<file path="src/shared/irq_pkg.sv">
// constants shared by the interrupt flag and pin logic
package irq_pkg;

  // ****************************************************************
  // register offsets (page 0)
  // ****************************************************************
  localparam logic [7:0] OVERFLOW_FLAGS_ADDR     = 8'h2a;
  localparam logic [7:0] RESERVED_A_ADDR         = 8'h2c;
  localparam logic [7:0] LATCHED_FLAGS_ADDR      = 8'h2d;
  localparam logic [7:0] RESERVED_B_ADDR         = 8'h2e;
  localparam logic [7:0] LIVE_STATUS_ADDR        = 8'h2f;
  localparam logic [7:0] FIRST_IRQ_CTRL_ADDR     = 8'h30;
  localparam logic [7:0] SECOND_IRQ_CTRL_ADDR    = 8'h31;
  localparam logic [7:0] RESERVED_C_ADDR         = 8'h32;

  // ****************************************************************
  // field positions
  // ****************************************************************
  localparam int unsigned NOISE_LEFT_BIT   = 6;
  localparam int unsigned NOISE_RIGHT_BIT  = 5;
  localparam int unsigned ENGINE_STD_BIT   = 4;
  localparam int unsigned ENGINE_AUX_BIT   = 3;
  localparam int unsigned OVF_LEFT_BIT     = 3;
  localparam int unsigned OVF_RIGHT_BIT    = 2;
  localparam int unsigned OVF_BARREL_BIT   = 1;
  localparam int unsigned EN_NOISE_BIT     = 4;
  localparam int unsigned EN_ENGINE_BIT    = 2;
  localparam int unsigned EN_DATA_BIT      = 1;
  localparam int unsigned REPEAT_MODE_BIT  = 0;

  // writable bits of the control registers, reset values
  localparam logic [7:0] CTRL_WRITE_MASK   = 8'h17;
  localparam logic [7:0] CTRL_RESET        = 8'h00;
  localparam logic [7:0] FLAGS_RESET       = 8'h00;
  localparam logic [7:0] READ_ZERO         = 8'h00;

  // ****************************************************************
  // pulse timing
  // ****************************************************************
  localparam int unsigned CLK_PERIOD_NS    = 40;
  localparam int unsigned PULSE_WIDTH_US   = 2000;
  localparam int unsigned PULSE_PERIOD_US  = 4000;
  localparam int unsigned PULSE_WIDTH_CYC  = (PULSE_WIDTH_US * 1000) / CLK_PERIOD_NS;
  localparam int unsigned PULSE_PERIOD_CYC = (PULSE_PERIOD_US * 1000) / CLK_PERIOD_NS;
  localparam int unsigned CNT_W            = 17;

  typedef enum logic [1:0]
  {
    PULSE_IDLE = 2'b00,
    PULSE_HIGH = 2'b01,
    PULSE_LOW  = 2'b10
  } pulse_state_t;

endpackage

</file>
<file path="src/shared/pulse_if.sv">
// carrier between the flag logic and one interrupt pulse generator
`timescale 1ns/1ps
`default_nettype none

interface pulse_if;
  logic trigger;
  logic repeat_mode;
  logic stop;
  logic irq_out;

  modport ctrl
  (
    output trigger,
    output repeat_mode,
    output stop,
    input  irq_out
  );

  modport gen
  (
    input  trigger,
    input  repeat_mode,
    input  stop,
    output irq_out
  );
endinterface

`default_nettype wire

</file>
<file path="src/core/adc_irq_flags.sv">
// interrupt flags, live status and interrupt output routing
`timescale 1ns/1ps
`default_nettype none

module adc_irq_flags
#(
  parameter int unsigned PULSE_WIDTH_CYC  = irq_pkg::PULSE_WIDTH_CYC,
  parameter int unsigned PULSE_PERIOD_CYC = irq_pkg::PULSE_PERIOD_CYC
)
(
  input  wire logic       clk_sys,
  input  wire logic       rst,
  input  wire logic [7:0] reg_addr,
  input  wire logic       reg_rd,
  input  wire logic       reg_wr,
  input  wire logic [7:0] reg_wdata,
  output var  logic [7:0] reg_rdata,
  input  wire logic       noise_below_left,
  input  wire logic       noise_below_right,
  input  wire logic       engine_irq_std,
  input  wire logic       engine_irq_aux,
  input  wire logic       overflow_left,
  input  wire logic       overflow_right,
  input  wire logic       overflow_barrel,
  input  wire logic       data_available,
  output wire logic       first_irq_output,
  output wire logic       second_irq_output
);

  // ****************************************************************
  // helpers
  // ****************************************************************
  function automatic logic [7:0] sticky_next(input logic [7:0] cur, input logic clr, input logic [7:0] set);
    // a set in the clearing cycle survives
    sticky_next = (cur & {8{~clr}}) | set;
  endfunction

  function automatic logic [7:0] ctrl_next(input logic [7:0] cur, input logic wr, input logic [7:0] data);
    ctrl_next = wr ? (data & irq_pkg::CTRL_WRITE_MASK) : cur;
  endfunction

  // ****************************************************************
  // state
  // ****************************************************************
  logic [7:0] latched_q;
  logic [7:0] latched_d;
  logic [7:0] overflow_q;
  logic [7:0] overflow_d;
  logic [7:0] first_ctrl_q;
  logic [7:0] first_ctrl_d;
  logic [7:0] second_ctrl_q;
  logic [7:0] second_ctrl_d;
  logic [3:0] level_prev_q;
  logic [7:0] rdata_q;
  logic [7:0] rdata_d;

  // ****************************************************************
  // address decode
  // ****************************************************************
  wire sel_overflow = (reg_addr == irq_pkg::OVERFLOW_FLAGS_ADDR);
  wire sel_latched  = (reg_addr == irq_pkg::LATCHED_FLAGS_ADDR);
  wire sel_live     = (reg_addr == irq_pkg::LIVE_STATUS_ADDR);
  wire sel_first    = (reg_addr == irq_pkg::FIRST_IRQ_CTRL_ADDR);
  wire sel_second   = (reg_addr == irq_pkg::SECOND_IRQ_CTRL_ADDR);

  wire rd_overflow  = reg_rd && sel_overflow;
  wire rd_latched   = reg_rd && sel_latched;
  // reserved registers at 0x2c, 0x2e, 0x32 decode to nothing and ignore writes
  wire wr_first     = reg_wr && sel_first;
  wire wr_second    = reg_wr && sel_second;

  // ****************************************************************
  // source edges
  // ****************************************************************
  // history resets low: a source already high at release counts as a new event
  wire [3:0] level_now  = {noise_below_left, noise_below_right, engine_irq_std, engine_irq_aux};
  wire [3:0] level_rise = level_now & ~level_prev_q;

  wire noise_event    = level_rise[3] | level_rise[2];
  wire overflow_event = overflow_left | overflow_right | overflow_barrel;
  wire engine_event   = level_rise[1] | level_rise[0] | overflow_event;

  wire [7:0] latched_set;
  wire [7:0] overflow_set;

  assign latched_set = (8'(level_rise[3]) << irq_pkg::NOISE_LEFT_BIT)
                     | (8'(level_rise[2]) << irq_pkg::NOISE_RIGHT_BIT)
                     | (8'(level_rise[1]) << irq_pkg::ENGINE_STD_BIT)
                     | (8'(level_rise[0]) << irq_pkg::ENGINE_AUX_BIT);

  // overflow inputs are events: every high cycle sets its flag again
  assign overflow_set = (8'(overflow_left)   << irq_pkg::OVF_LEFT_BIT)
                      | (8'(overflow_right)  << irq_pkg::OVF_RIGHT_BIT)
                      | (8'(overflow_barrel) << irq_pkg::OVF_BARREL_BIT);

  assign latched_d  = sticky_next(latched_q, rd_latched, latched_set);
  assign overflow_d = sticky_next(overflow_q, rd_overflow, overflow_set);

  // ****************************************************************
  // live status
  // ****************************************************************
  wire [7:0] live_status = (8'(noise_below_left)  << irq_pkg::NOISE_LEFT_BIT)
                         | (8'(noise_below_right) << irq_pkg::NOISE_RIGHT_BIT)
                         | (8'(engine_irq_std)    << irq_pkg::ENGINE_STD_BIT)
                         | (8'(engine_irq_aux)    << irq_pkg::ENGINE_AUX_BIT);

  // ****************************************************************
  // control registers
  // ****************************************************************
  // reserved control bits are masked off and always read back as zero
  assign first_ctrl_d  = ctrl_next(first_ctrl_q, wr_first, reg_wdata);
  assign second_ctrl_d = ctrl_next(second_ctrl_q, wr_second, reg_wdata);

  // ****************************************************************
  // read data
  // ****************************************************************
  // read data is registered and holds until the next read strobe
  assign rdata_d = !reg_rd     ? rdata_q
                 : sel_overflow ? overflow_q
                 : sel_latched  ? latched_q
                 : sel_live     ? live_status
                 : sel_first    ? first_ctrl_q
                 : sel_second   ? second_ctrl_q
                 : irq_pkg::READ_ZERO;

  always_ff @(posedge clk_sys or posedge rst)
  begin
    if (rst)
    begin
      latched_q     <= irq_pkg::FLAGS_RESET;
      overflow_q    <= irq_pkg::FLAGS_RESET;
      first_ctrl_q  <= irq_pkg::CTRL_RESET;
      second_ctrl_q <= irq_pkg::CTRL_RESET;
      level_prev_q  <= '0;
      rdata_q       <= irq_pkg::READ_ZERO;
    end
    else
    begin
      latched_q     <= latched_d;
      overflow_q    <= overflow_d;
      first_ctrl_q  <= first_ctrl_d;
      second_ctrl_q <= second_ctrl_d;
      level_prev_q  <= level_now;
      rdata_q       <= rdata_d;
    end
  end

  assign reg_rdata = rdata_q;

  // ****************************************************************
  // output routing
  // ****************************************************************
  // reading either flag register ends a repeating sequence on both outputs
  wire flags_read = rd_overflow | rd_latched;

  // events that arrive while a generator is busy merge into its running pulse
  wire first_trigger  = (first_ctrl_q[irq_pkg::EN_NOISE_BIT]   & noise_event)
                      | (first_ctrl_q[irq_pkg::EN_ENGINE_BIT]  & engine_event)
                      | (first_ctrl_q[irq_pkg::EN_DATA_BIT]    & data_available);
  wire second_trigger = (second_ctrl_q[irq_pkg::EN_NOISE_BIT]  & noise_event)
                      | (second_ctrl_q[irq_pkg::EN_ENGINE_BIT] & engine_event)
                      | (second_ctrl_q[irq_pkg::EN_DATA_BIT]   & data_available);

  pulse_if first_pif ();
  pulse_if second_pif ();

  assign first_pif.trigger      = first_trigger;
  assign first_pif.repeat_mode  = first_ctrl_q[irq_pkg::REPEAT_MODE_BIT];
  assign first_pif.stop         = flags_read;
  assign second_pif.trigger     = second_trigger;
  assign second_pif.repeat_mode = second_ctrl_q[irq_pkg::REPEAT_MODE_BIT];
  assign second_pif.stop        = flags_read;

  irq_pulse_gen
  #(
    .WIDTH_CYC  (PULSE_WIDTH_CYC),
    .PERIOD_CYC (PULSE_PERIOD_CYC)
  )
  first_gen
  (
    .clk_sys (clk_sys),
    .rst     (rst),
    .pif     (first_pif.gen)
  );

  irq_pulse_gen
  #(
    .WIDTH_CYC  (PULSE_WIDTH_CYC),
    .PERIOD_CYC (PULSE_PERIOD_CYC)
  )
  second_gen
  (
    .clk_sys (clk_sys),
    .rst     (rst),
    .pif     (second_pif.gen)
  );

  assign first_irq_output  = first_pif.irq_out;
  assign second_irq_output = second_pif.irq_out;

endmodule

`default_nettype wire

</file>
<file path="src/core/irq_pulse_gen.sv">
// single or repeated interrupt pulse generator for one output
`timescale 1ns/1ps
`default_nettype none

module irq_pulse_gen
#(
  parameter int unsigned WIDTH_CYC  = irq_pkg::PULSE_WIDTH_CYC,
  parameter int unsigned PERIOD_CYC = irq_pkg::PULSE_PERIOD_CYC
)
(
  input  wire logic clk_sys,
  input  wire logic rst,
  pulse_if.gen      pif
);

  localparam logic [irq_pkg::CNT_W-1:0] HIGH_LAST = irq_pkg::CNT_W'(WIDTH_CYC - 1);
  localparam logic [irq_pkg::CNT_W-1:0] LOW_LAST  = irq_pkg::CNT_W'(PERIOD_CYC - WIDTH_CYC - 1);

  irq_pkg::pulse_state_t       state_q;
  irq_pkg::pulse_state_t       state_d;
  logic [irq_pkg::CNT_W-1:0]   cnt_q;
  logic [irq_pkg::CNT_W-1:0]   cnt_d;
  logic                        out_q;

  wire high_done = (cnt_q == HIGH_LAST);
  wire low_done  = (cnt_q == LOW_LAST);
  wire halt      = pif.repeat_mode && pif.stop;

  // ****************************************************************
  // sequencing
  // ****************************************************************
  always_comb
  begin
    state_d = state_q;
    cnt_d   = cnt_q + 1'b1;
    case (state_q)
      irq_pkg::PULSE_IDLE:
      begin
        cnt_d = '0;
        if (pif.trigger)
          state_d = irq_pkg::PULSE_HIGH;
      end
      irq_pkg::PULSE_HIGH:
      begin
        if (halt)
        begin
          state_d = irq_pkg::PULSE_IDLE;
          cnt_d   = '0;
        end
        else if (high_done)
        begin
          state_d = pif.repeat_mode ? irq_pkg::PULSE_LOW : irq_pkg::PULSE_IDLE;
          cnt_d   = '0;
        end
      end
      irq_pkg::PULSE_LOW:
      begin
        if (halt || !pif.repeat_mode)
        begin
          state_d = irq_pkg::PULSE_IDLE;
          cnt_d   = '0;
        end
        else if (low_done)
        begin
          state_d = irq_pkg::PULSE_HIGH;
          cnt_d   = '0;
        end
      end
      default:
      begin
        state_d = irq_pkg::PULSE_IDLE;
        cnt_d   = '0;
      end
    endcase
  end

  always_ff @(posedge clk_sys or posedge rst)
  begin
    if (rst)
    begin
      state_q <= irq_pkg::PULSE_IDLE;
      cnt_q   <= '0;
      out_q   <= 1'b0;
    end
    else
    begin
      state_q <= state_d;
      cnt_q   <= cnt_d;
      out_q   <= (state_d == irq_pkg::PULSE_HIGH);
    end
  end

  assign pif.irq_out = out_q;

endmodule

`default_nettype wire

</file>
<file path="config.mk">
export PLATFORM = sky130hd
export DESIGN_NAME = adc_irq_flags
export DESIGN_NICKNAME = d
export VERILOG_FILES = /design/src/shared/irq_pkg.sv /design/src/shared/pulse_if.sv /design/src/core/adc_irq_flags.sv /design/src/core/irq_pulse_gen.sv
export SDC_FILE = /design/constraint.sdc
export NUM_CORES = 1
export LEC_CHECK = 0
export BUFFER_PORTS_ARGS = -buffer_cell sky130_fd_sc_hd__clkbuf_2
export CAP_MARGIN = 20
export CORE_MARGIN = 3
export CORE_UTILIZATION = 25
export DETAILED_ROUTE_END_ITERATION = 12
export PLACE_DENSITY = 0.39
export SYNTH_ARGS = -nofsm -noshare
export SYNTH_HDL_FRONTEND = slang
export SYNTH_SLANG_ARGS = --single-unit
</file>
<file path="constraint.sdc">
create_clock -name clk_sys -period 5.3 [get_ports clk_sys]
set_input_delay 0 -clock clk_sys [delete_from_list [all_inputs] [get_ports clk_sys]]
set_output_delay 0 -clock clk_sys [all_outputs]
set_load 0.01 [all_outputs]
</file>
=== Word level (Yosys, flattened, before mapping) ===
Index checks and enable logic that the tools add are counted.

* Register bits after elaboration: 76
* Bits of input ports: 28
* Logic and storage cells: 98

* Add/subtract/negate cells: 2
* Eq/ne operators: 13
* Mux-type cells: 27
* Bitwise operators: 32
* Reductions and logical operators: 12

{| class="wikitable"
|+ Operators by type and width
! cell !! count
|-
| two-way mux 17 bit || 6
|-
| case mux 17 bit (2 select lines) || 2
|-
| == test 8 x 6 -> 1 bit, second input constant || 5
|-
| adder 17 x 1 -> 17 bit, second input constant || 2
|-
| == test 17 x 16 -> 1 bit, second input constant || 2
|-
| two-way mux 2 bit || 12
|-
| AND 8 bit || 2
|-
| two-way mux 8 bit || 2
|-
| bitwise OR 7 x 4 -> 7 bit || 2
|-
| bitwise OR 7 x 5 -> 7 bit || 2
|-
| bitwise OR 7 x 6 -> 7 bit || 2
|-
| case mux 2 bit (3 select lines) || 2
|-
| two-way mux 5 bit || 2
|-
| bitwise OR 1 bit || 10
|-
| == test 2 x 1 -> 1 bit, second input constant || 4
|-
| bitwise OR 8 x 4 -> 8 bit || 1
|-
| bitwise OR 8 x 7 -> 8 bit || 1
|-
| two-way mux 7 bit || 1
|-
| AND 1 bit || 6
|-
| logical AND 1 bit || 6
|-
| AND 4 bit || 1
|-
| == test 2 bit, second input constant || 2
|-
| logical NOT 2 bit || 2
|-
| NOT 4 bit || 1
|-
| other kinds (5) || 8
|}

=== Depth between registers and ports, before layout ===
* Word-level depth: 10
* Gate-level depth with buffers: 8
* Mapped depth without buffers: 7

=== Cells and area by module ===
From an unflattened synthesis, not the netlist that was laid out.

* Cell total of the unflattened synthesis: 370
* Area total of the unflattened synthesis: 3858.7 µm²

{| class="wikitable"
|+ By module, submodules not included
! module !! instances !! cells an instance !! area each (µm²)
|-
| irq_pulse_gen || 2 || 114 || 1104.8
|-
| adc_irq_flags || 1 || 142 || 1649.1
|}

=== Worst setup path after synthesis ===
No wires, ideal clock.

* Path kind: register to register
* Start: register first_gen.cnt_q[4] (netlist bit)
* End: register first_gen.cnt_q[10] (netlist bit)
* Arrival: 1808 ps
* Data required time: 5179 ps
* Setup slack: 3371 ps
* Stages on the path, launching flop included: 7
* Path buffers: 2
* Cells stage by stage: dfrtp_1 -> or4_1 -> nor3_1 -> a211o_1 -> buf_2 -> buf_2 -> nor2_1

* Cells in the longest elaborated chain, start to end: 4

{| class="wikitable"
|+ RTL lines
! what !! RTL line !! text
|-
| start, declared || irq_pulse_gen.sv:21 || <nowiki>logic [irq_pkg::CNT_W-1:0] cnt_q;</nowiki>
|-
| start signal, assigned || irq_pulse_gen.sv:88 || <nowiki>cnt_q <= cnt_d;</nowiki>
|-
| adder 17 x 1 -> 17 bit / == test 17 x 16 -> 1 bit (equally long branches) || irq_pulse_gen.sv:35, irq_pulse_gen.sv:25, irq_pulse_gen.sv:26 ||
|-
| two-way mux 17 bit (*) || irq_pulse_gen.sv:50, irq_pulse_gen.sv:63 ||
|-
| two-way mux 17 bit, on equally long branches || irq_pulse_gen.sv:58, irq_pulse_gen.sv:45 ||
|-
| case mux 17 bit (2 select lines) (*) || irq_pulse_gen.sv:36 || <nowiki>case (state_q)</nowiki>
|-
| net first_gen.cnt_d, one bit || irq_pulse_gen.sv:22 || <nowiki>logic [irq_pkg::CNT_W-1:0] cnt_d;</nowiki>
|}

Mark *: on every way through the listed nets, which the timed path passes. The rest lies on a longest branch.
A chain may end at the register's enable or synchronous reset.

=== Worst setup path after layout ===
* Start: register second_gen.cnt_q[5] (netlist bit)
* End: register second_gen.cnt_q[7] (netlist bit)

* Cells in the longest elaborated chain, start to end: 4

{| class="wikitable"
|+ RTL lines
! what !! RTL line
|-
| start, declared || irq_pulse_gen.sv:21
|-
| start signal, assigned || irq_pulse_gen.sv:88
|-
| adder 17 x 1 -> 17 bit / == test 17 x 16 -> 1 bit (equally long branches) || irq_pulse_gen.sv:35, irq_pulse_gen.sv:25, irq_pulse_gen.sv:26
|-
| two-way mux 17 bit (*) || irq_pulse_gen.sv:50, irq_pulse_gen.sv:63
|-
| two-way mux 17 bit, on equally long branches || irq_pulse_gen.sv:58, irq_pulse_gen.sv:45
|-
| case mux 17 bit (2 select lines) (*) || irq_pulse_gen.sv:36
|-
| net second_gen.cnt_d, one bit || irq_pulse_gen.sv:22
|}

Marked as above.

==> metrics <==
Tcrit/Tclk final=roughly 44%; Post-Layout Inst Area=about 4500 µm²; count of standard-cell rows=43; Critical Path Slowest Stage Cell=sky130_fd_sc_hd__or4_1; CP max stage delay=between 0.5 and 0.6 ns; CTS buffer count=9; pin count of the biggest net entering global routing=77; starting density of the core=between 20% and 30%; number of antenna-violating nets in the routed design=0; Slew Limit Fails=0; critical path class=flip-flop to flip-flop; cell count after synthesis=~350; total die area=16100 µm²; number of antenna violations at the first check in global routing=0; number of filler instances in the final layout=between 1k and 1.5k; status=completed; maximum fanout encountered on the critical timing path=16; register area=around 1900 µm²; Clk Tree Root Cell=sky130_fd_sc_hd__clkbuf_16; path category of the worst min-delay check=input pin to flip-flop; overall overflow remaining after global route=0; maximum vdd drop=roughly 150 µV; average routed wire per standard cell=14.5 µm; total wire length=8.48 mm; global placer's final weighted congestion=roughly 0.74; I/O Pins=38; number of global-route vias before repair=between 2k and 3k; arrival time reported for the critical path endpoint=between 2 and 3 ns; post-synth design cell area=~3700 µm²; Worst-Skew Late Latency=~0.34 ns; maximum buffer depth of the clock tree=2; total of cells resized after clock tree synthesis=0; share of async-settable or async-resettable flops after synthesis=100%; most repeated library cell on the critical path=sky130_fd_sc_hd__nor2_1; Final nets=~440; total track usage=a little under an eighth; Cell Area, Placed=between 4000 and 5000 µm²; count of vias placed by the detailed router=2710; DRC Markers=0; number of iterations in the first detailed-routing pass=4; setup_tns=0 ns; area overhead of the layout relative to synthesis=23.8%; buffers inserted during post-CTS setup optimization=0; leak pwr=between 1.5 and 2 nW; buffers added on ports=33; hold violation total from the final report=0; sequential cell area fraction in the yosys report=52.0%; RSZ-0062 raised after global routing=false; Synth Register Bits=76; overall die width=roughly 130 µm; areal power density over the cells=around 340 nW/µm²; chain of cells forming the critical path=or4_1, nor4_1, nor2_1, nand2_1, nor2_1; Worst Setup Start Kind=flip-flop; Req. time, crit path=5.50 ns; Vert. Die Dim=between 100 and 150 µm; antenna diode count=0; prevailing post-synth register cell=sky130_fd_sc_hd__dfrtp_1; Worst Clk Skew=approximately 0.0044 ns; register clock-pin slew on the reported worst setup and hold paths=0.06 ns; largest delay contributor family on the critical path=simple AND/OR/NAND/NOR gates; total of endpoints with negative setup slack in the final report=0; first-pass GRT wire length=around 14 mm; max_slew headroom=59.8%; violation count after the first detailed-route iteration=about 150; number of buffers and inverters on the critical path=0; clk sink count=76; number of synthesized flops with an enable pin=0; maximum clock frequency=approximately 430 MHz; setup slack after placement=between 2 and 3 ns; hold buffer count at cts=11; # H-tree levels=3; multi-input logic area=around 1700 µm²; number of warning messages in the yosys log=0; Yosys cell types=57; Placeable Area=between 10000 and 15000 µm²; max_cap viols=0; net count after synthesis=just under 400; TritonCTS clock tree=built; mean area per synthesized cell=10.5 µm²; detailed-route vias per instance=4.62; layout cells sized above 1=19.2%; sum of net half-perimeters after detailed placement=just under 6 mm; final worst setup slack=2.96 ns; minimum clock period=about 2.3 ns; nature of the critical path endpoint=flip-flop; worst-margin pin slew=0.603 ns
[registers in the layout, summed over array words and instances (netlist names)]
signal / flops
first_gen.state_q: 2
first_gen.cnt_q: 17
first_ctrl_q: 4
level_prev_q: 4
reg_rdata: 8
second_ctrl_q: 4
second_gen.state_q: 2
overflow_q: 8
second_gen.pif.irq_out: 1
first_gen.pif.irq_out: 1
second_gen.cnt_q: 17
latched_q: 8
[power by group]
group | switching (W) | total, W | internal [W]
registers | 0.0000396 | 0.000659 | 0.000619
clock network | 0.000251 | 0.000724 | 0.000473
logic | 0.0000853 | 0.000153 | 0.0000674
[cell usage after synthesis (3+ instances only)]
library cell               instances  share of area [%]
sky130_fd_sc_hd__a21o_1            3               0.62
sky130_fd_sc_hd__xor2_1           16                3.8
sky130_fd_sc_hd__nand2_1          28                2.9
sky130_fd_sc_hd__nand4_1           5               0.86
sky130_fd_sc_hd__xnor2_1          14                3.4
sky130_fd_sc_hd__a222oi_1          5                1.4
sky130_fd_sc_hd__o21ai_0           3               0.41
sky130_fd_sc_hd__and3_1            8                1.4
sky130_fd_sc_hd__nand2b_1          4               0.68
sky130_fd_sc_hd__a31oi_1           4               0.68
sky130_fd_sc_hd__a41oi_1           3               0.72
sky130_fd_sc_hd__nor3_1            7               0.96
sky130_fd_sc_hd__and2_1           10                1.7
sky130_fd_sc_hd__nand3_1          22                3.0
sky130_fd_sc_hd__mux2_2            9                2.8
sky130_fd_sc_hd__ha_1             10                3.4
sky130_fd_sc_hd__inv_1            14                1.4
sky130_fd_sc_hd__dfrtp_1          76                 52
sky130_fd_sc_hd__nor2_1           58                6.0
[area by class of cell]
type,instances,share of cell area (%)
Tap cell,180,4.98
Sequential cell,76,42.0
Clock buffer,10,5.28
Clock inverter,6,2.46
Multi-Input combinational cell,253,37.0
Timing Repair Buffer,47,7.08
Inverter,14,1.19
[metrics by stage]
stage / util, % / hold slack (ns) / std cells / power [W]
6_report: 32.1 / 0.0996 / 586 / 0.00154
5_1_grt: 32.1 / 0.133 / 586 / 0.00162
4_1_cts: 31.8 / 0.00317 / 584 / 0.00156
3_5_place_dp: 28.6 / 0.151 / 557 / 0.000817
3_3_place_gp: 28.6 / 0.147 / 557 / 0.000815
2_1_floorplan: - / 0.0314 / 348 / 0.000763
[worst min-delay path: cells and delay by family]
family / cells / cell delay [ns]
buffers and inverters: 1 / 0.18
and+or+nand+nor: 1 / 0.11
AOI/OAI and AO/OA: 1 / 0.12
[logic make-up after synthesis]
group / count (synthesis) / share of synthesized area [%]
simple gates: 166 / 23.4
flops: 76 / 52.0
compound gates: 37 / 8.73
xor+xnor: 30 / 7.19
buf+inv: 19 / 2.22
mux: 10 / 3.05
fa+ha+maj: 10 / 3.42
[cell usage in the layout (no fill, tap or decap), types with 9 or more instances in the layout]
cell type and n:
sky130_fd_sc_hd__and2_1 10, sky130_fd_sc_hd__clkbuf_16 9, sky130_fd_sc_hd__clkbuf_2 33, sky130_fd_sc_hd__dfrtp_1 76, sky130_fd_sc_hd__dlygate4sd3_1 12, sky130_fd_sc_hd__ha_1 10
sky130_fd_sc_hd__inv_1 13, sky130_fd_sc_hd__mux2_2 9, sky130_fd_sc_hd__nand2_1 28, sky130_fd_sc_hd__nand3_1 22, sky130_fd_sc_hd__nor2_1 58, sky130_fd_sc_hd__xnor2_1 14
sky130_fd_sc_hd__xor2_1 16
[worst paths after layout]
check | startpoint | end | slack [ns] | depth (start not counted)
max | second_gen.cnt_q[5] | second_gen.cnt_q[7] | 2.96 | 5
min | reg_addr[1] | reg_rdata[3] | 0.1 | 3
max reg2reg | second_gen.cnt_q[5] | second_gen.cnt_q[7] | 2.96 | 5
min reg2reg | level_prev_q[2] | latched_q[5] | 0.45 | 1
max in group asynchronous | rst | latched_q[6] | 4.55 | 5
min in group asynchronous | rst | second_gen.pif.irq_out | 0.18 | 4
[per-layer routing]
| metal | part of all wire (%) | up-vias | track usage [%] |
|---|---|---|---|
| met5 | 0 | - | 0 |
| met4 | 1.2 | 0 | 3.34 |
| met3 | 3.8 | 5 | 4.04 |
| met2 | 46 | 44 | 17.9 |
| met1 | 49 | 1345 | 14.8 |
| li1 | - | 1316 | - |
(Power assumes the default switching activity.)
